<file path="config.mk">
export PLATFORM = sky130hd
export DESIGN_NAME = sam_top
export DESIGN_NICKNAME = d
export VERILOG_FILES = /design/src/rtl/sam_pkg.sv /design/src/rtl/sam_top.sv
export VERILOG_INCLUDE_DIRS = /design/src /design/src/rtl
export SDC_FILE = /design/constraint.sdc
export NUM_CORES = 1
export LEC_CHECK = 0
export ABC_AREA = 1
export BUFFER_PORTS_ARGS = -buffer_cell sky130_fd_sc_hd__buf_2
export CORE_MARGIN = 2
export CORE_UTILIZATION = 38
export CTS_BUF_LIST = sky130_fd_sc_hd__clkbuf_16
export CTS_CLUSTER_DIAMETER = 60
export CTS_CLUSTER_SIZE = 30
export DETAILED_ROUTE_END_ITERATION = 7
export PLACE_DENSITY = 0.55
export SYNTH_ARGS = -nofsm -noshare
export SYNTH_HDL_FRONTEND = slang
export SYNTH_SLANG_ARGS = --single-unit
</file>
<file path="constraint.sdc">
create_clock -name pclk -period 8.95 [get_ports pclk]
set_input_delay 0.4475 -clock pclk [delete_from_list [all_inputs] [get_ports pclk]]
set_output_delay 0.4475 -clock pclk [all_outputs]
set_load 0.01 [all_outputs]
</file>
<file path="src/rtl/sam_regs.svh">
/*
  register indices, field positions, reset values and timing figures of the
  sync auxiliary block. assumes inclusion by sam_top only.
*/
`ifndef SAM_REGS_SVH
`define SAM_REGS_SVH
`define SAM_IDX_SYNC_OUT 8'h07
`define SAM_IDX_FREERUN 8'h0c
`define SAM_IDX_HALF 8'h0d
`define SAM_IDX_MUTE_CTRL 8'h0e
`define SAM_IDX_MUTE_STAT 8'h16
`define SAM_IDX_MUTE_IE 8'h18
`define SAM_RST_ALL_ONES 8'hff
`define SAM_RST_ZERO 8'h00
`define SAM_B_HALF_EN 7
`define SAM_B_PASS 6
`define SAM_B_HALF_POL 5
`define SAM_B_PAT_EN 7
`define SAM_B_PAT_SEL 6
`define SAM_F_RATE 2:0
`define SAM_B_HOUT 7
`define SAM_B_VOUT 6
`define SAM_B_DIFF 7
`define SAM_B_POLCHK 6
`define SAM_B_OVCHK 5
`define SAM_F_THRESH 3:0
`define SAM_B_MUTE 0
`define SAM_B_FR_ACT 1
`define SAM_CLK_MHZ 50
`define SAM_REF_MHZ 8
`define SAM_NS_PER_US 1000
`define SAM_HPULSE_NS 1000
`define SAM_VPULSE_NS 64000
`define SAM_HDIV1 256
`define SAM_HDIV2 180
`define SAM_HDIV3 128
`define SAM_HDIV4 100
`define SAM_HDIV5 88
`define SAM_VDIV1 512
`define SAM_VDIV2 512
`define SAM_VDIV3 840
`define SAM_VDIV4 1024
`define SAM_VDIV5 1024
`define SAM_VFP1_NS 128000
`define SAM_VFP2_NS 90500
`define SAM_VFP3_NS 51000
`define SAM_VFP4_NS 51500
`define SAM_VFP5_NS 46600
`define SAM_VBP1_NS 864000
`define SAM_VBP2_NS 589000
`define SAM_VBP3_NS 528000
`define SAM_VBP4_NS 596000
`define SAM_VBP5_NS 515000
`define SAM_HFP1_NS 460
`define SAM_HFP2_NS 1180
`define SAM_HFP3_NS 424
`define SAM_HFP4_NS 185
`define SAM_HFP5_NS 436
`define SAM_HBP1_NS 2000
`define SAM_HBP2_NS 1930
`define SAM_HBP3_NS 1920
`define SAM_HBP4_NS 1940
`define SAM_HBP5_NS 1940
`endif

</file>
<file path="src/rtl/sam_pkg.sv">
/*
  types of the sync auxiliary block. assumes the sync counter block supplies
  the sync_stat structure synchronous to pclk.
*/
package sam_pkg;
  typedef enum logic [2:0] {RATE1, RATE2, RATE3, RATE4, RATE5, RATE_OFF} sam_rate_e;
  typedef struct packed {
    logic [11:0] hcount;
    logic hcount_latch;
    logic hpol;
    logic vpol;
    logic hcnt_ov;
    logic vcnt_ov;
  } sam_sync_stat_s;
  typedef struct packed {
    logic [10:0] hdiv;
    logic [10:0] vdiv;
    logic [10:0] hs;
    logic [10:0] hbp;
    logic [10:0] hfp;
    logic [10:0] vs;
    logic [10:0] vbp;
    logic [10:0] vfp;
  } sam_timing_s;
endpackage

</file>
<file path="src/rtl/sam_top.sv">
/*
  half frequency divider, free-run sync generator, self test pattern and sync
  mode change detector with an apb register slave. assumes all inputs are
  synchronous to pclk and the apb master follows the usual protocol.
*/
// The APB register port is this design's own decision.
// Functional notes
// - divider enabled: half output is half input divided by two, 50% duty.
// - pass-through enabled: half output repeats input, polarity bit one is positive.
// - reset: divider, pass-through and polarity bits high, shared pins stay io.
// - rate selection does nothing unless h or v sync output enabled.
// - reset: rate select bits all one, free-run off.
// - codes give h = 8 MHz over 256,180,128,100,88; v over 512,512,840,1024,1024.
// - free-run active and pattern enable cleared: pattern pin becomes push-pull output.
// - pattern enable and select changes ignored while free-run off.
// - pattern select zero gives pattern one, one gives pattern two.
// - pattern uses 64 us v pulse, 1 us h pulse, porches per rate.
// - delta check: new h count differs from previous above threshold sets mute.
// - polarity check: h or v polarity change sets mute flag.
// - overflow check: h or v counter overflow sets mute flag.
// - mute interrupt enabled and mute flag set raises nmi request.
// - reset: all three checks off, threshold all ones.
// - clearing h or v sync output enable turns shared pin into sync output.
`include "sam_regs.svh"
module sam_top
  import sam_pkg::*;
#(
  parameter int HCW = 11,
  parameter int VCW = 11
) (
  input wire logic pclk,
  input wire logic presetn,
  input wire logic ce,
  input wire logic psel,
  input wire logic penable,
  input wire logic pwrite,
  input wire logic [11:0] paddr,
  input wire logic [31:0] pwdata,
  output logic [31:0] prdata,
  output logic pready,
  output logic pslverr,
  input wire logic half_input_pin,
  input wire logic hsync_in,
  input wire logic vsync_in,
  input wire sam_sync_stat_s sync_stat,
  output logic half_output_pin,
  output logic half_output_oe_n,
  output logic horizontal_sync_output,
  output logic horizontal_sync_oe_n,
  output logic vertical_sync_output,
  output logic vertical_sync_oe_n,
  output logic pattern_output_pin,
  output logic pattern_oe_n,
  output logic nmi_req
);
  logic [7:0] half_freq_control_q, freerun_control_q, sync_out_q, mute_ctrl_q;
  logic mute_ie_q, mute_event_flag_q, pat_en_n_q, pat_sel_q;
  logic half_in_q, half_div_q;
  logic [5:0] acc_q;
  logic tick;
  logic [HCW-1:0] h_q;
  logic [VCW-1:0] v_q;
  logic [11:0] hprev_q;
  logic hpol_q, vpol_q;
  logic freerun_act;
  sam_rate_e rate;
  sam_timing_s tm;

  function automatic logic [13:0] byte_addr(input logic [7:0] idx);
    byte_addr = {4'h0, idx, 2'b00};
  endfunction

  function automatic logic [10:0] ns2t(input int ns, input int per);
    int t;
    t = ns * `SAM_REF_MHZ / `SAM_NS_PER_US / per;
    if (t < 1) t = 1;
    ns2t = t[10:0];
  endfunction

  function automatic sam_timing_s timing(input int hd, input int vd, input int vfp,
      input int vbp, input int hfp, input int hbp);
    sam_timing_s r;
    r.hdiv = hd[10:0];
    r.vdiv = vd[10:0];
    r.hs = ns2t(`SAM_HPULSE_NS, 1);
    r.hbp = ns2t(hbp, 1);
    r.hfp = ns2t(hfp, 1);
    r.vs = ns2t(`SAM_VPULSE_NS, hd);
    r.vbp = ns2t(vbp, hd);
    r.vfp = ns2t(vfp, hd);
    timing = r;
  endfunction

  // rate decode, codes 110 and 111 both off
  always_comb begin
    case (freerun_control_q[`SAM_F_RATE])
      3'h0: rate = RATE1;
      3'h1: rate = RATE2;
      3'h2: rate = RATE3;
      3'h3: rate = RATE4;
      3'h4, 3'h5: rate = RATE5;
      default: rate = RATE_OFF;
    endcase
  end

  // per rate divisors and porches
  always_comb begin
    case (rate)
      RATE1: tm = timing(`SAM_HDIV1, `SAM_VDIV1, `SAM_VFP1_NS, `SAM_VBP1_NS,
                         `SAM_HFP1_NS, `SAM_HBP1_NS);
      RATE2: tm = timing(`SAM_HDIV2, `SAM_VDIV2, `SAM_VFP2_NS, `SAM_VBP2_NS,
                         `SAM_HFP2_NS, `SAM_HBP2_NS);
      RATE3: tm = timing(`SAM_HDIV3, `SAM_VDIV3, `SAM_VFP3_NS, `SAM_VBP3_NS,
                         `SAM_HFP3_NS, `SAM_HBP3_NS);
      RATE4: tm = timing(`SAM_HDIV4, `SAM_VDIV4, `SAM_VFP4_NS, `SAM_VBP4_NS,
                         `SAM_HFP4_NS, `SAM_HBP4_NS);
      default: tm = timing(`SAM_HDIV5, `SAM_VDIV5, `SAM_VFP5_NS, `SAM_VBP5_NS,
                           `SAM_HFP5_NS, `SAM_HBP5_NS);
    endcase
  end

  assign freerun_act = (rate != RATE_OFF) &&
      (!sync_out_q[`SAM_B_HOUT] || !sync_out_q[`SAM_B_VOUT]);

  // apb slave, zero wait states
  logic setup, wr;
  logic [13:0] a;
  logic mapped;
  assign setup = psel && !penable;
  assign wr = psel && penable && pwrite;
  assign a = {2'b00, paddr};
  assign mapped = (a == byte_addr(`SAM_IDX_SYNC_OUT)) || (a == byte_addr(`SAM_IDX_FREERUN)) ||
      (a == byte_addr(`SAM_IDX_HALF)) || (a == byte_addr(`SAM_IDX_MUTE_CTRL)) ||
      (a == byte_addr(`SAM_IDX_MUTE_STAT)) || (a == byte_addr(`SAM_IDX_MUTE_IE));
  assign pready = 1'b1;
  assign pslverr = psel && penable && !mapped;

  always_ff @(posedge pclk or negedge presetn) begin
    if (!presetn) begin
      prdata <= 32'h0;
    end else if (ce && setup) begin
      prdata <= 32'h0;
      if (a == byte_addr(`SAM_IDX_SYNC_OUT)) prdata[7:0] <= sync_out_q;
      if (a == byte_addr(`SAM_IDX_FREERUN)) prdata[7:0] <= freerun_control_q;
      if (a == byte_addr(`SAM_IDX_HALF)) prdata[7:0] <= half_freq_control_q;
      if (a == byte_addr(`SAM_IDX_MUTE_CTRL)) prdata[7:0] <= mute_ctrl_q;
      if (a == byte_addr(`SAM_IDX_MUTE_STAT)) begin
        prdata[`SAM_B_MUTE] <= mute_event_flag_q;
        prdata[`SAM_B_FR_ACT] <= freerun_act;
      end
      if (a == byte_addr(`SAM_IDX_MUTE_IE)) prdata[0] <= mute_ie_q;
    end
  end

  // control registers, reset to all ones except mute interrupt enable, which resets to zero
  always_ff @(posedge pclk or negedge presetn) begin
    if (!presetn) begin
      half_freq_control_q <= `SAM_RST_ALL_ONES;
      freerun_control_q <= `SAM_RST_ALL_ONES;
      sync_out_q <= `SAM_RST_ALL_ONES;
      mute_ctrl_q <= `SAM_RST_ALL_ONES;
      mute_ie_q <= 1'b0;
    end else if (ce && wr) begin
      if (a == byte_addr(`SAM_IDX_HALF)) half_freq_control_q <= pwdata[7:0];
      if (a == byte_addr(`SAM_IDX_FREERUN)) freerun_control_q <= pwdata[7:0];
      if (a == byte_addr(`SAM_IDX_SYNC_OUT)) sync_out_q <= pwdata[7:0];
      if (a == byte_addr(`SAM_IDX_MUTE_CTRL)) mute_ctrl_q <= pwdata[7:0];
      if (a == byte_addr(`SAM_IDX_MUTE_IE)) mute_ie_q <= pwdata[0];
    end
  end

  // pattern bits taken from a write only while free-run runs
  always_ff @(posedge pclk or negedge presetn) begin
    if (!presetn) begin
      pat_en_n_q <= 1'b1;
      pat_sel_q <= 1'b1;
    end else if (ce && wr && freerun_act && (a == byte_addr(`SAM_IDX_FREERUN))) begin
      pat_en_n_q <= pwdata[`SAM_B_PAT_EN];
      pat_sel_q <= pwdata[`SAM_B_PAT_SEL];
    end
  end

  // half frequency path
  always_ff @(posedge pclk or negedge presetn) begin
    if (!presetn) begin
      half_in_q <= 1'b0;
      half_div_q <= 1'b0;
    end else if (ce) begin
      half_in_q <= half_input_pin;
      if (half_input_pin && !half_in_q) half_div_q <= !half_div_q;
    end
  end

  always_ff @(posedge pclk or negedge presetn) begin
    if (!presetn) begin
      half_output_pin <= 1'b1;
      half_output_oe_n <= 1'b1;
    end else if (ce) begin
      if (!half_freq_control_q[`SAM_B_HALF_EN]) begin
        half_output_pin <= half_div_q;
        half_output_oe_n <= 1'b0;
      end else if (!half_freq_control_q[`SAM_B_PASS]) begin
        half_output_pin <= half_input_pin ~^ half_freq_control_q[`SAM_B_HALF_POL];
        half_output_oe_n <= 1'b0;
      end else begin
        half_output_pin <= 1'b1;
        half_output_oe_n <= 1'b1;
      end
    end
  end

  // 8 MHz reference ticks from pclk by fractional accumulation
  always_ff @(posedge pclk or negedge presetn) begin
    if (!presetn) begin
      acc_q <= 6'h0;
    end else if (ce) begin
      if (acc_q + 6'(`SAM_REF_MHZ) >= 6'(`SAM_CLK_MHZ))
        acc_q <= acc_q + 6'(`SAM_REF_MHZ) - 6'(`SAM_CLK_MHZ);
      else
        acc_q <= acc_q + 6'(`SAM_REF_MHZ);
    end
  end
  assign tick = (acc_q + 6'(`SAM_REF_MHZ)) >= 6'(`SAM_CLK_MHZ);

  // line and frame counters
  always_ff @(posedge pclk or negedge presetn) begin
    if (!presetn) begin
      h_q <= '0;
      v_q <= '0;
    end else if (ce) begin
      if (!freerun_act) begin
        h_q <= '0;
        v_q <= '0;
      end else if (tick) begin
        if (h_q >= HCW'(tm.hdiv - 11'h1)) begin
          h_q <= '0;
          v_q <= (v_q >= VCW'(tm.vdiv - 11'h1)) ? '0 : v_q + VCW'(1);
        end else begin
          h_q <= h_q + HCW'(1);
        end
      end
    end
  end

  logic hs_gen, vs_gen, vid_act, pat_bit;
  assign hs_gen = h_q < HCW'(tm.hs);
  assign vs_gen = v_q < VCW'(tm.vs);
  assign vid_act = (h_q >= HCW'(tm.hs + tm.hbp)) && (h_q < HCW'(tm.hdiv - tm.hfp)) &&
      (v_q >= VCW'(tm.vs + tm.vbp)) && (v_q < VCW'(tm.vdiv - tm.vfp));
  assign pat_bit = pat_sel_q ? ((h_q[3:0] == 4'h0) || (v_q[3:0] == 4'h0)) : h_q[4];

  // shared sync and pattern pins
  always_ff @(posedge pclk or negedge presetn) begin
    if (!presetn) begin
      horizontal_sync_output <= 1'b1;
      vertical_sync_output <= 1'b1;
      horizontal_sync_oe_n <= 1'b1;
      vertical_sync_oe_n <= 1'b1;
      pattern_output_pin <= 1'b0;
      pattern_oe_n <= 1'b1;
    end else if (ce) begin
      horizontal_sync_oe_n <= sync_out_q[`SAM_B_HOUT];
      vertical_sync_oe_n <= sync_out_q[`SAM_B_VOUT];
      horizontal_sync_output <= freerun_act ? hs_gen : hsync_in;
      vertical_sync_output <= freerun_act ? vs_gen : vsync_in;
      pattern_oe_n <= !(freerun_act && !pat_en_n_q);
      pattern_output_pin <= freerun_act && !pat_en_n_q && vid_act && pat_bit;
    end
  end

  // mode change detection
  logic [11:0] delta;
  logic ev_diff, ev_pol, ev_ov, clr_mute;
  assign delta = (sync_stat.hcount >= hprev_q) ? sync_stat.hcount - hprev_q
                                               : hprev_q - sync_stat.hcount;
  assign ev_diff = !mute_ctrl_q[`SAM_B_DIFF] && sync_stat.hcount_latch &&
      (delta > {8'h0, mute_ctrl_q[`SAM_F_THRESH]});
  assign ev_pol = !mute_ctrl_q[`SAM_B_POLCHK] &&
      ((sync_stat.hpol != hpol_q) || (sync_stat.vpol != vpol_q));
  assign ev_ov = !mute_ctrl_q[`SAM_B_OVCHK] && (sync_stat.hcnt_ov || sync_stat.vcnt_ov);
  assign clr_mute = wr && (a == byte_addr(`SAM_IDX_MUTE_STAT)) && pwdata[`SAM_B_MUTE];

  always_ff @(posedge pclk or negedge presetn) begin
    if (!presetn) begin
      hprev_q <= 12'h0;
      hpol_q <= 1'b1;
      vpol_q <= 1'b1;
    end else if (ce) begin
      if (sync_stat.hcount_latch) hprev_q <= sync_stat.hcount;
      hpol_q <= sync_stat.hpol;
      vpol_q <= sync_stat.vpol;
    end
  end

  always_ff @(posedge pclk or negedge presetn) begin
    if (!presetn) begin
      mute_event_flag_q <= 1'b0;
    end else if (ce) begin
      if (ev_diff || ev_pol || ev_ov) mute_event_flag_q <= 1'b1;
      else if (clr_mute) mute_event_flag_q <= 1'b0;
    end
  end

  assign nmi_req = mute_event_flag_q && mute_ie_q;

  half_div_a: assert property (@(posedge pclk) disable iff (!presetn)
      ce && half_input_pin && !half_in_q |=> half_div_q != $past(half_div_q))
    else $error("divider did not toggle on rising input");
  half_pass_a: assert property (@(posedge pclk) disable iff (!presetn)
      ce && half_freq_control_q[`SAM_B_HALF_EN] && !half_freq_control_q[`SAM_B_PASS]
      |=> half_output_pin ==
      ($past(half_input_pin) ~^ $past(half_freq_control_q[`SAM_B_HALF_POL])))
    else $error("pass-through output wrong");
  half_io_a: assert property (@(posedge pclk) disable iff (!presetn)
      half_freq_control_q[`SAM_B_HALF_EN] && half_freq_control_q[`SAM_B_PASS] &&
      $past(half_freq_control_q[`SAM_B_HALF_EN] && half_freq_control_q[`SAM_B_PASS])
      |-> half_output_oe_n)
    else $error("half pin driven while disabled");
  rate_gate_a: assert property (@(posedge pclk) disable iff (!presetn)
      sync_out_q[`SAM_B_HOUT] && sync_out_q[`SAM_B_VOUT] |-> !freerun_act)
    else $error("free-run active with sync outputs disabled");
  rate_off_a: assert property (@(posedge pclk) disable iff (!presetn)
      freerun_control_q[`SAM_F_RATE] inside {3'h6, 3'h7} |-> rate == RATE_OFF)
    else $error("code 11x not treated as off");
  line_len_a: assert property (@(posedge pclk) disable iff (!presetn)
      ce && tick && freerun_act && h_q == HCW'(tm.hdiv - 11'h1) ##1 freerun_act
      && $stable(rate) |-> h_q == '0)
    else $error("line counter did not wrap at divisor");
  pat_hold_a: assert property (@(posedge pclk) disable iff (!presetn)
      !freerun_act ##1 !freerun_act |-> $stable(pat_en_n_q) && $stable(pat_sel_q))
    else $error("pattern bits changed while free-run off");
  pat_pin_a: assert property (@(posedge pclk) disable iff (!presetn)
      ce && freerun_act && !pat_en_n_q |=> !pattern_oe_n)
    else $error("pattern pin not driven");
  mute_set_a: assert property (@(posedge pclk) disable iff (!presetn)
      ce && (ev_diff || ev_pol || ev_ov) |=> mute_event_flag_q)
    else $error("mute flag not set by event");
  mute_keep_a: assert property (@(posedge pclk) disable iff (!presetn)
      mute_event_flag_q && !clr_mute |=> mute_event_flag_q)
    else $error("mute flag dropped without clear");
  nmi_a: assert property (@(posedge pclk) disable iff (!presetn)
      ce && (ev_diff || ev_pol || ev_ov) ##1 mute_ie_q |-> nmi_req)
    else $error("nmi request not raised by mute event");
  cov_freerun_c: cover property (@(posedge pclk) disable iff (!presetn) $rose(freerun_act));
  cov_pattern_c: cover property (@(posedge pclk) disable iff (!presetn) $rose(pattern_output_pin));
  cov_nmi_c: cover property (@(posedge pclk) disable iff (!presetn) $rose(nmi_req));
  cov_half_c: cover property (@(posedge pclk) disable iff (!presetn)
      !half_output_oe_n && $rose(half_div_q));
endmodule
</file>
; ---- Yosys cells after proc, flatten, opt, wreduce, memory -nomap -nowiden
; Cells that the tools add are included.
[totals]
ramBits = 0
mem_bits_ro = 0
ff_bits = 96
in_bits = 70
out_inout_bits = 43
latchBits = 0
elab_cells = 155
mem_count = 0
[classes]
n_mul = 0
n_reduce_logical = 61
shifts = 0
magnitude_cmp = 11
n_eq_ne = 19
bitwise = 1
n_div = 0
n_mux = 26
addsub = 12
[op_table]
columns = op, count
row1 = $pmux W86 S4, 1
row2 = $mux W11, 7
row3 = $ge A11 B11 Y1, 4
row4 = $lt A11 B11 Y1, 4
row5 = $eq A12 B6 Y1 const B, 3
row6 = $mux W8, 4
row7 = $eq A12 B7 Y1 const B, 2
row8 = $sub A12 B12 Y12, 2
row9 = $logic_and A1 B1 Y1, 23
row10 = $add A11 B1 Y11 const B, 2
row11 = $add A11 B11 Y11, 2
row12 = $sub A11 B1 Y11 const B, 2
row13 = $sub A11 B11 Y11, 2
row14 = $reduce_and A2 Y1, 9
row15 = $pmux W3 S5, 1
row16 = $eq A12 B5 Y1 const B, 1
row17 = $eq A3 B2 Y1 const B, 4
row18 = $ge A12 B12 Y1, 1
row19 = $gt A12 B4 Y1, 1
row20 = $mux W12, 1
row21 = $logic_not A1 Y1, 11
row22 = $logic_or A1 B1 Y1, 11
row23 = $mux W1, 10
row24 = $logic_not A4 Y1, 2
row25 = other kinds (16), 20

; ---- Longest topological paths before layout
; Gate-level depths: netlist (run 1).
[logic_depth]
word_depth = 12
depth_mapped = 26
mapped_depth_nobuf = 25

; ---- Worst setup path after synthesis (run 1)
; No wires, ideal clock.
[synth_timing]
path_kind = input-to-reg
from = input port sync_stat[5] (netlist bit)
to = register mute_event_flag_q
t_arrival_ns = 3.030
setup_time_ns = 0.124
path_slack_ns = 5.797
n_path_buf = 1
cell_stages = 25
required_time_ns = 8.826
cell_sequence = inv_1 > ha_1 > inv_1 > fa_1 > inv_1 > nor2_1 > nor2_1 > nand2_1 > nand2_1 > nand3_2 > buf_4 > mux2i_1 > xor2_1 > inv_1 > ha_1 > a21oi_1 > o21ai_0 > o21ai_0 > nand3_1 > nor2_1 > nand3_1 > nand2_1 > nand2_1 > nand2_1 > nand2_1
[synth_between]
elab_chain_len = 8
word_cells_on_any_way = 11
cone_classes = add/sub (2) / order compare (2) / mux (2) / reduce/logical (5)
[synth_lines]
columns = element, line
row1 = "start, declared", sam_top.sv:45  ; input wire sam_sync_stat_s sync_stat,
row2 = $sub A12 B12 Y12 (tied with other cells), sam_top.sv:275  ; : hprev_q - sync_stat.hcount;
row3 = $mux W12 *, sam_top.sv:274  ; assign delta = (sync_stat.hcount >= hprev_q) ? sync_stat.hcount - hprev_q
row4 = $gt A12 B4 Y1 *, sam_top.sv:277  ; (delta > {8'h0, mute_ctrl_q[`SAM_F_THRESH]});
row5 = $logic_and A1 B1 Y1 *, sam_top.sv:276  ; assign ev_diff = !mute_ctrl_q[`SAM_B_DIFF] && sync_stat.hcount_latch &&
row6 = $logic_or A1 B1 Y1 * (2 in a row), sam_top.sv:299  ; if (ev_diff || ev_pol || ev_ov) mute_event_flag_q <= 1'b1;
row7 = $reduce_bool A2 Y1 (no line), --
row8 = $reduce_and A2 Y1 (no line), --
row9 = "end signal, assigned", sam_top.sv:297  ; mute_event_flag_q <= 1'b0;
row10 = "end signal, assigned", sam_top.sv:299
row11 = "end signal, assigned", sam_top.sv:300  ; else if (clr_mute) mute_event_flag_q <= 1'b0;
row12 = "end, declared", sam_top.sv:57  ; logic mute_ie_q, mute_event_flag_q, pat_en_n_q, pat_sel_q;
; Mark *: on every way between the ends. The rest lies on a longest branch, timed or not.
; A chain may end at the register's enable or synchronous reset.

; ---- Worst setup path after layout (run 1)
[layout_timing]
from = register hprev_q[0]
to = register mute_event_flag_q
[layout_between]
elab_chain_len = 8
word_cells_on_any_way = 11
cone_classes = add/sub (2) / order compare (2) / mux (2) / reduce/logical (5)
[layout_lines]
columns = element, line
row1 = "start, declared", sam_top.sv:63  ; logic [11:0] hprev_q;
row2 = "start signal, assigned", sam_top.sv:289  ; if (sync_stat.hcount_latch) hprev_q <= sync_stat.hcount;
row3 = $sub A12 B12 Y12 (tied with other cells), sam_top.sv:275
row4 = $mux W12 *, sam_top.sv:274
row5 = $gt A12 B4 Y1 *, sam_top.sv:277
row6 = $logic_and A1 B1 Y1 *, sam_top.sv:276
row7 = $logic_or A1 B1 Y1 * (2 in a row), sam_top.sv:299
row8 = $reduce_bool A2 Y1 (no line), --
row9 = $reduce_and A2 Y1 (no line), --
; Marks and branches as above.

==> out/results.txt, run 1 <==
Setup crit end kind = register
TritonCTS Buffers = 9
first-pass detailed-route iteration total = 6
clk_skew = 0.01131 ns
CTS resizes = 0
Die ar. = 20740 sq um
max-cap violations = 0
top_reg_cell synth = dfrtp_1
Final WS setup = 5.477 ns
Place WS = 5.251 ns
final core utilization = 42.83%
minimum clock period = 3.473 ns
final max-slew violation count = 0
setup TNS = 0 ns
dpl cells = 1360
Worst Path Required = 9.20 ns
ANT nets after route = 0
biggest area consumer among synthesized cells = dfrtp_1
Critical R2R Capture = mute_event_flag_q$_DFFE_PN0P_
critical path type = register to register
Finish-stage setup viols = 0
Final GP Congestion = 0.8533
Vias = 6604
FF-to-FF path depth = 23
Synth area leaders = dfrtp_1 (17%), dfstp_2 (15%), nand2_1 (15%), ha_1 (13%), inv_1 (8.2%)
met1 GRT Util = 27.74%
critical path arrival = 3.72 ns
clk slew on worst S/H paths = 0.08 ns
CP Max Fanout = 12
CTS tree = built
Synth Warn # = 0
initial antenna violation count = 1
endpoints failing hold = 0
HP Class = input port to asynchronous set/reset pin
Detailed Place HPWL = 14790 um
Worst slew margin = 41.37%
CP top delay family = simple AND/OR/NAND/NOR gates
met3 usage = 2.517%
GR Util met2 = 30.15%
outcome = complete, no violations
r2r setup slk = 5.48 ns
Clock Tree Root = clkbuf_16
PwrDens = 146.7 nW/um^2
Area Growth Syn to Fin = 11.15%
Vias/cell = 4.796
IO Count = 113
core area = 19330 sq um
vias in the first global route = 6169
# H-tree levels = 3
most frequent CP cell = nand2_1
count leader, synth = nand2_1
Clock Sinks = 95
Syn Area/Cell = 7.151 sq um
WHS = 0.003548 ns
Starting Density = 38.54%
fill count = 2078
Total Routed Length = 18800 um
worst-path cell chain = ha_1 > inv_1 > fa_1 > inv_1 > nor2_1 > nor2_1 > nand2_1 > nand2_1 > nand3_2 > mux2i_1 > xor2_1 > inv_1 > ha_1 > a21oi_1 > o21ai_0 > o21ai_0 > nand3_1 > nor2_1 > nand3_1 > nand2_1 > nand2_1 > nand2_1 > nand2_1
DRC = 0
CP startpoint = hprev_q[0]$_DFFE_PN0P_
Layout Cells excl Fill = 1377
Buffers on Ports = 63
Routed WL per cell = 13.65 um
Die Wd = 144.0 um
RSZ-0062 raised after global routing = no
pin slew with the least headroom to its limit = 0.8794 ns
Syn Inst Count = 1042
worst vdd ir = 0.1078 mV
ratio of cells with drive above 1 in the final layout = 12.96%
Unique masters post-synth = 48
final net count = 1258
synthesized cell area = 7451 sq um
Hold-fix buffers, CTS = 0
Yosys reg bits = 95
Crit path depth = 23
Initial DRC Count = 393
leakage dissipation = 4.332 nW
Cell Rows = 51
gr usage total = 19.11%
GRT overflow = 0
first-pass GRT wire length = 31330 um
post-synth top area share = 17.46%
share of the yosys chip area belonging to registers = 32.63%
post-CTS setup buffer count = 0
DIE HEIGHT = 144.0 um
CTS Buffer Depth = 2
busiest grt layer = met2
r2r startpoint = hprev_q[0]$_DFFE_PN0P_
number of flops mapped to enable cells by yosys = 0
largest net degree at the start of global routing = 70
Buf/Inv on CP = 3
Max stage delay cell, worst path = fa_1
most frequent cells after synthesis = nand2_1 (289), inv_1 (163), ha_1 (80), o21ai_0 (78), nor2_1 (70)
asr flop ratio synth = 100.0%
FMAX = 0.2880 GHz
slowest stage delay, CP = 0.43 ns
post-route clock period utilization = 38.80%
worst skew pair latency = 0.36 ns
Worst setup SP type = register
==> cells by family after synthesis <==
group	Yosys count	synth area share, %
AOI/OAI and AO/OA	158	11.96
xor gates and xnor gates	18	2.116
and+or+nand+nor	476	26.95
DFF	95	32.63
muxes	2	0.2855
buffers and inverters	209	11.99
other	2	0.1008
adders and majority gates	82	13.97
==> stage by stage <==
stage / total power (W) / area [sq um]
2_1_floorplan: 0.0007327 / 7556
3_3_place_gp: 0.0008137 / 7968
3_5_place_dp: 0.0008157 / 7968
4_1_cts: 0.001229 / 8279
5_1_grt: 0.001309 / 8279
6_report: 0.001215 / 8282
==> per-layer routing <==
metal,routed length [um],up-vias
li1,-,3439
met1,9247,3024
met2,8584,124
met3,705,17
met4,257,0
met5,0,-
==> registers in the layout, indices dropped and copies added (netlist names), 5 cells and up <==
| name | flops |
|---|---|
| prdata | 8 |
| half_freq_control_q | 8 |
| acc_q | 5 |
| sync_out_q | 8 |
| hprev_q | 12 |
| mute_ctrl_q | 8 |
| h_q | 11 |
| v_q | 11 |
| freerun_control_q | 8 |
==> layout make-up <==
type,instances,area [sq um],area share (%)
Clock inverter,7,86.33,1.042
Clock buffer,9,225.2,2.719
Multi-Input combinational cell,766,4232,51.10
Sequential cell,95,2431,29.35
Tap cell,265,331.6,4.004
Timing Repair Buffer,66,340.3,4.109
Antenna cell,1,2.502,0.03022
Inverter,168,633.1,7.645
==> where the power goes <==
group	internal [W]	switching, W
logic	0.000115	0.000218
clock network	0.000202	0.000204
registers	0.000457	0.0000179
total	0.000775	0.000440
==> how the worst max path moves through the flow <==
stage,end,slack (ns)
floorplan,mute_event_flag_q$_DFFE_PN0P_,5.80
global placement,mute_event_flag_q$_DFFE_PN0P_,5.23
detailed placement,mute_event_flag_q$_DFFE_PN0P_,5.25
CTS,mute_event_flag_q$_DFFE_PN0P_,5.45
global route,mute_event_flag_q$_DFFE_PN0P_,5.01
finish,mute_event_flag_q$_DFFE_PN0P_,5.48
==> cell usage in the layout, fill, tap and decap left out, drive strengths merged, types with 3 or more instances in the layout <==
cell type  instances
o22ai              9
a21o               3
xor2              14
inv              172
a21oi             44
o21bai             3
xnor2              4
o21ai             81
a221oi             4
dfstp             43
clkinv             3
ha                80
nor3              26
clkbuf             9
nand4             14
nand2            290
nor4               7
buf               66
nand3             59
nor3b              3
dfrtp             52
a31oi              5
conb              30
nor2              73
No activity file was read; power rests on OpenSTA's default activity.
==> inputs of run 2 (changes only) <==
--- a/config.mk
+++ b/config.mk
@@ -6,7 +6,7 @@
 export SDC_FILE = /design/constraint.sdc
 export NUM_CORES = 1
 export LEC_CHECK = 0
-export ABC_AREA = 1
+export ABC_AREA = 0
 export BUFFER_PORTS_ARGS = -buffer_cell sky130_fd_sc_hd__buf_2
 export CORE_MARGIN = 2
 export CORE_UTILIZATION = 38
@@ -14,7 +14,7 @@
 export CTS_CLUSTER_DIAMETER = 60
 export CTS_CLUSTER_SIZE = 30
 export DETAILED_ROUTE_END_ITERATION = 7
-export PLACE_DENSITY = 0.55
+export PLACE_DENSITY = 0.57
 export SYNTH_ARGS = -nofsm -noshare
 export SYNTH_HDL_FRONTEND = slang
 export SYNTH_SLANG_ARGS = --single-unit
==> constraint.sdc (replaced) <==
create_clock -name pclk -period 3 [get_ports pclk]
set_input_delay 0.15 -clock pclk [delete_from_list [all_inputs] [get_ports pclk]]
set_output_delay 0.15 -clock pclk [all_outputs]
set_load 0.01 [all_outputs]
==> run 2 against run 1 <==
  * The run now ends with negative setup slack left
  * Utilization rose by 4.5 points
  * Die area shrank 3.5%
  * Clock-buffer cell count unchanged
  * Cell count is 15% lower
  * Critical path depth is 8 lower
  * Power grew to 3.4 times the previous value
  * Global-route usage fell by 0.92 points
  * Combinational power grew to 4.4 times the previous value
  * Largest cell class unchanged
  * Largest power group unchanged
  * Highest routed layer unchanged
==> out/results.txt, run 2 <==
FF-to-FF path depth = 15 (-35%)
final core utilization = 47.38% (+4.5 points)
DIE HEIGHT = 141.5 um (-1.8%)
Die Wd = 141.5 um (-1.8%)
pin slew with the least headroom to its limit = 0.7153 ns (-0.1641 ns)
switching share of power = 35.37% (-0.86 points)
IO Count = 113 (unchanged)
TritonCTS Buffers = 9 (unchanged)
ANT nets after route = 0 (unchanged)
CTS Buffer Depth = 2 (unchanged)
Clock Sinks = 95 (unchanged)
Die ar. = 20020 sq um (-3.5%)
minimum clock period = 3.448 ns (-0.02461 ns)
cell-internal power = 0.002674 W (+250%)
GRT overflow = 0 (unchanged)
worst vdd ir = 0.2900 mV (+170%)
register share of total power = 36.3% (-2.8 points)
Synth Warn # = 0 (unchanged)
CP Max Fanout = 4 (-8)
Critical R2R Capture = mute_event_flag_q$_DFFE_PN0P_
register area = 2431 sq um (unchanged)
largest net degree at the start of global routing = 49 (-30%)
critical path type = register to register
# H-tree levels = 3 (unchanged)
Clock power frac = 28.7% (-4.7 points)
Vias = 5985 (-9.4%)
HP Class = input port to register
biggest area consumer among synthesized cells = dfrtp_1
post-synth top area share = 18.11% (+0.65 points)
flip-flop count of the largest register after layout = 12 (unchanged)
switching pwr = 0.001463 W (+230%)
final net count = 1078 (-14%)
outcome = complete, but fails checks
clk_skew = 0.01021 ns (-0.001098 ns)
Reg with most FFs = hprev_q
worst hold start = pwdata[3]
critical path arrival = 3.69 ns (-0.03 ns)
Gate power share = 35.1% (+7.7 points)
Buffers on Ports = 63 (unchanged)
DRC = 0 (unchanged)
final max-slew violation count = 0 (unchanged)
Worst Hold End = mute_ctrl_q[3]$_DFFE_PN1P_
# diodes = 0 (-1)
top flop regs = hprev_q: 12 flops, h_q: 11 flops, v_q: 11 flops
Vias/cell = 5.137 (+7.1%)
dpl cells = 1143 (-16%)
Hold Path Cell Cnt = 3
highest-count cells in the layout ignoring fill and taps = buf_4 (89), inv_1 (73), ha_1 (72), buf_2 (62), nand2_1 (58)
gr usage total = 18.19% (-0.92 points)
post-route clock period utilization = 114.9% (+76 points)
first-pass detailed-route iteration total = 6 (unchanged)
asr flop ratio synth = 100.0% (unchanged)
Finish-stage setup viols = 1 (+1)
Clock Tree Root = clkbuf_16
ratio of cells with drive above 1 in the final layout = 32.12% (+19 points)
Worst setup SP type = register
r2r startpoint = hprev_q[9]$_DFFE_PN0P_
synthesized cell area = 7184 sq um (-3.6%)
Worst Path Required = 3.24 ns (-5.96 ns)
first-pass GRT wire length = 29440 um (-6.1%)
vias in the first global route = 5790 (-6.1%)
PwrDens = 468.4 nW/um^2 (+220%)
Total Routed Length = 17580 um (-6.5%)
max-cap violations = 0 (unchanged)
worst skew pair latency = 0.36 ns (about the same)
leakage dissipation = 4.146 nW (-4.3%)
Routed WL per cell = 15.09 um (+11%)
Yosys reg bits = 95 (unchanged)
Starting Density = 38.54% (about the same)
Cell Rows = 50 (-2.0%)
Final WS setup = -0.4481 ns (-5.925 ns)
Initial DRC Count = 333 (-15%)
clk slew on worst S/H paths = 0.08 ns (about the same)
initial antenna violation count = 0 (-1)
Final GP Congestion = 0.8686 (+1.8%)
Worst slew margin = 52.20% (+11 points)
Unique masters post-synth = 77 (+60%)
CTS tree = built
Syn Inst Count = 782 (-25%)
most frequent cells after synthesis = ha_1 (80), inv_1 (74), nand2_1 (59), o21ai_0 (59), dfrtp_1 (52)
commonest non-fill, non-tap cell in the layout = buf_4
Syn Area/Cell = 9.187 sq um (+28%)
Detailed Place HPWL = 13690 um (-7.5%)
top_reg_cell synth = dfrtp_1
count leader, synth = ha_1
Setup crit end kind = register
r2r setup slk = -0.45 ns (-5.93 ns)
core area = 18640 sq um (-3.6%)
number of flops mapped to enable cells by yosys = 0 (unchanged)
RSZ-0062 raised after global routing = yes
fill count = 1830 (-12%)
area of the multi-input gates = 4499 sq um (+6.3%)
violated checks = negative setup slack
Synth area leaders = dfrtp_1 (18%), dfstp_2 (16%), ha_1 (14%), mux2_2 (6.1%), o21ai_0 (4.1%)
FMAX = 0.2900 GHz (+0.71%)
share of the yosys chip area belonging to registers = 33.84% (+1.2 points)
Layout Cells excl Fill = 1165 (-15%)
endpoints failing hold = 0 (unchanged)
Area Growth Syn to Fin = 22.94%
-- run 2: changes by cell type in the layout (fill, tap and decap cells not counted), moves of 30 or more --
cell / delta
nor2_1: -30
nand3_1: -45
inv_1: -90
nand2_1: -231
buf_4: +85
mux2_2: +37
-- run 2: logic make-up after synthesis --
kind of cell,Yosys count,synth area share (%)
xor+xnor,15,1.829
simple gates,223,16.27
compound gates,200,18.88
flops,95,33.84
other cells,2,0.1045
buf+inv,123,8.063
mux,42,6.531
fa+ha+maj,82,14.49
-- run 2: worst max-delay path by stage --
stage / end / startpoint / depth (start not counted)
6_report: mute_event_flag_q$_DFFE_PN0P_ / hprev_q[9]$_DFFE_PN0P_ / 15
5_1_grt: mute_event_flag_q$_DFFE_PN0P_ / hprev_q[9]$_DFFE_PN0P_ / 15
2_1_floorplan: mute_event_flag_q$_DFFE_PN0P_ / hprev_q[7]$_DFFE_PN0P_ / 16
3_5_place_dp: mute_event_flag_q$_DFFE_PN0P_ / hprev_q[7]$_DFFE_PN0P_ / 15
4_1_cts: mute_event_flag_q$_DFFE_PN0P_ / hprev_q[7]$_DFFE_PN0P_ / 15
3_3_place_gp: mute_event_flag_q$_DFFE_PN0P_ / hprev_q[7]$_DFFE_PN0P_ / 15
-- run 2: worst max-delay path: stages (launching register included) --
cell and delay [ns]:
dfrtp_1 0.43, ha_4 0.25, a21o_1 0.19, a21o_1 0.19, a2bb2oi_4 0.18, nand2_4 0.08
mux2_4 0.31, ha_4 0.22, nor2b_4 0.12, o21a_1 0.16, o21a_1 0.16, o21a_1 0.16
a211o_1 0.23, nor4b_2 0.21, nand4_1 0.12, o41a_1 0.32
-- run 2: metal layers --
layer	global-route usage (%)	vias up	part of all wire, %
li1	-	3053	-
met1	24.78	2810	49
met2	30.38	106	47
met3	2.700	16	3.0
met4	4.684	0	1.7
met5	0	-	0
-- run 2: through the flow --
step                      setup WS [ns]  area [sq um]  hold slack [ns]  power, W  TNS (ns)
after floorplan                 -0.5496          7351          -0.1456  0.002436   -0.5496
after global placement          -0.5366          8302           0.2244  0.002885   -0.5366
after detailed placement        -0.6261          8302           0.2269  0.002906   -0.6261
after CTS                       -0.4881          8698          0.02468  0.004155   -0.4881
after global routing            -0.6057          8832          0.04558  0.004417   -0.6057
final                           -0.4481          8832          0.03739  0.004137   -0.4481
-- run 2: repair_timing --
item,4_1_cts,5_1_grt
endpoints found under the setup margin,1,21
setup buffers,2,3
hold buffers,1,0
gates resized for setup,11,26
pin swaps,5,11
hold endpoints to repair,39,0
-- run 2: power by group through the flow --
stage / Clock, W / Sequential, W / Combinational [W]
floorplan: 0 / 0.00152 / 0.000920
global placement: 0 / 0.00152 / 0.00137
detailed placement: 0 / 0.00152 / 0.00138
CTS: 0.00123 / 0.00150 / 0.00142
global route: 0.00127 / 0.00152 / 0.00163
finish: 0.00119 / 0.00150 / 0.00145
-- run 2: area by class of cell --
cell class | instances | share of cell area, %
clock buffer | 9 | 2.550
timing repair buffer | 154 | 11.55
clock inverter | 7 | 0.9775
sequential | 95 | 27.53
multi-input combinational | 592 | 50.94
inverter | 74 | 3.145
tap | 234 | 3.315
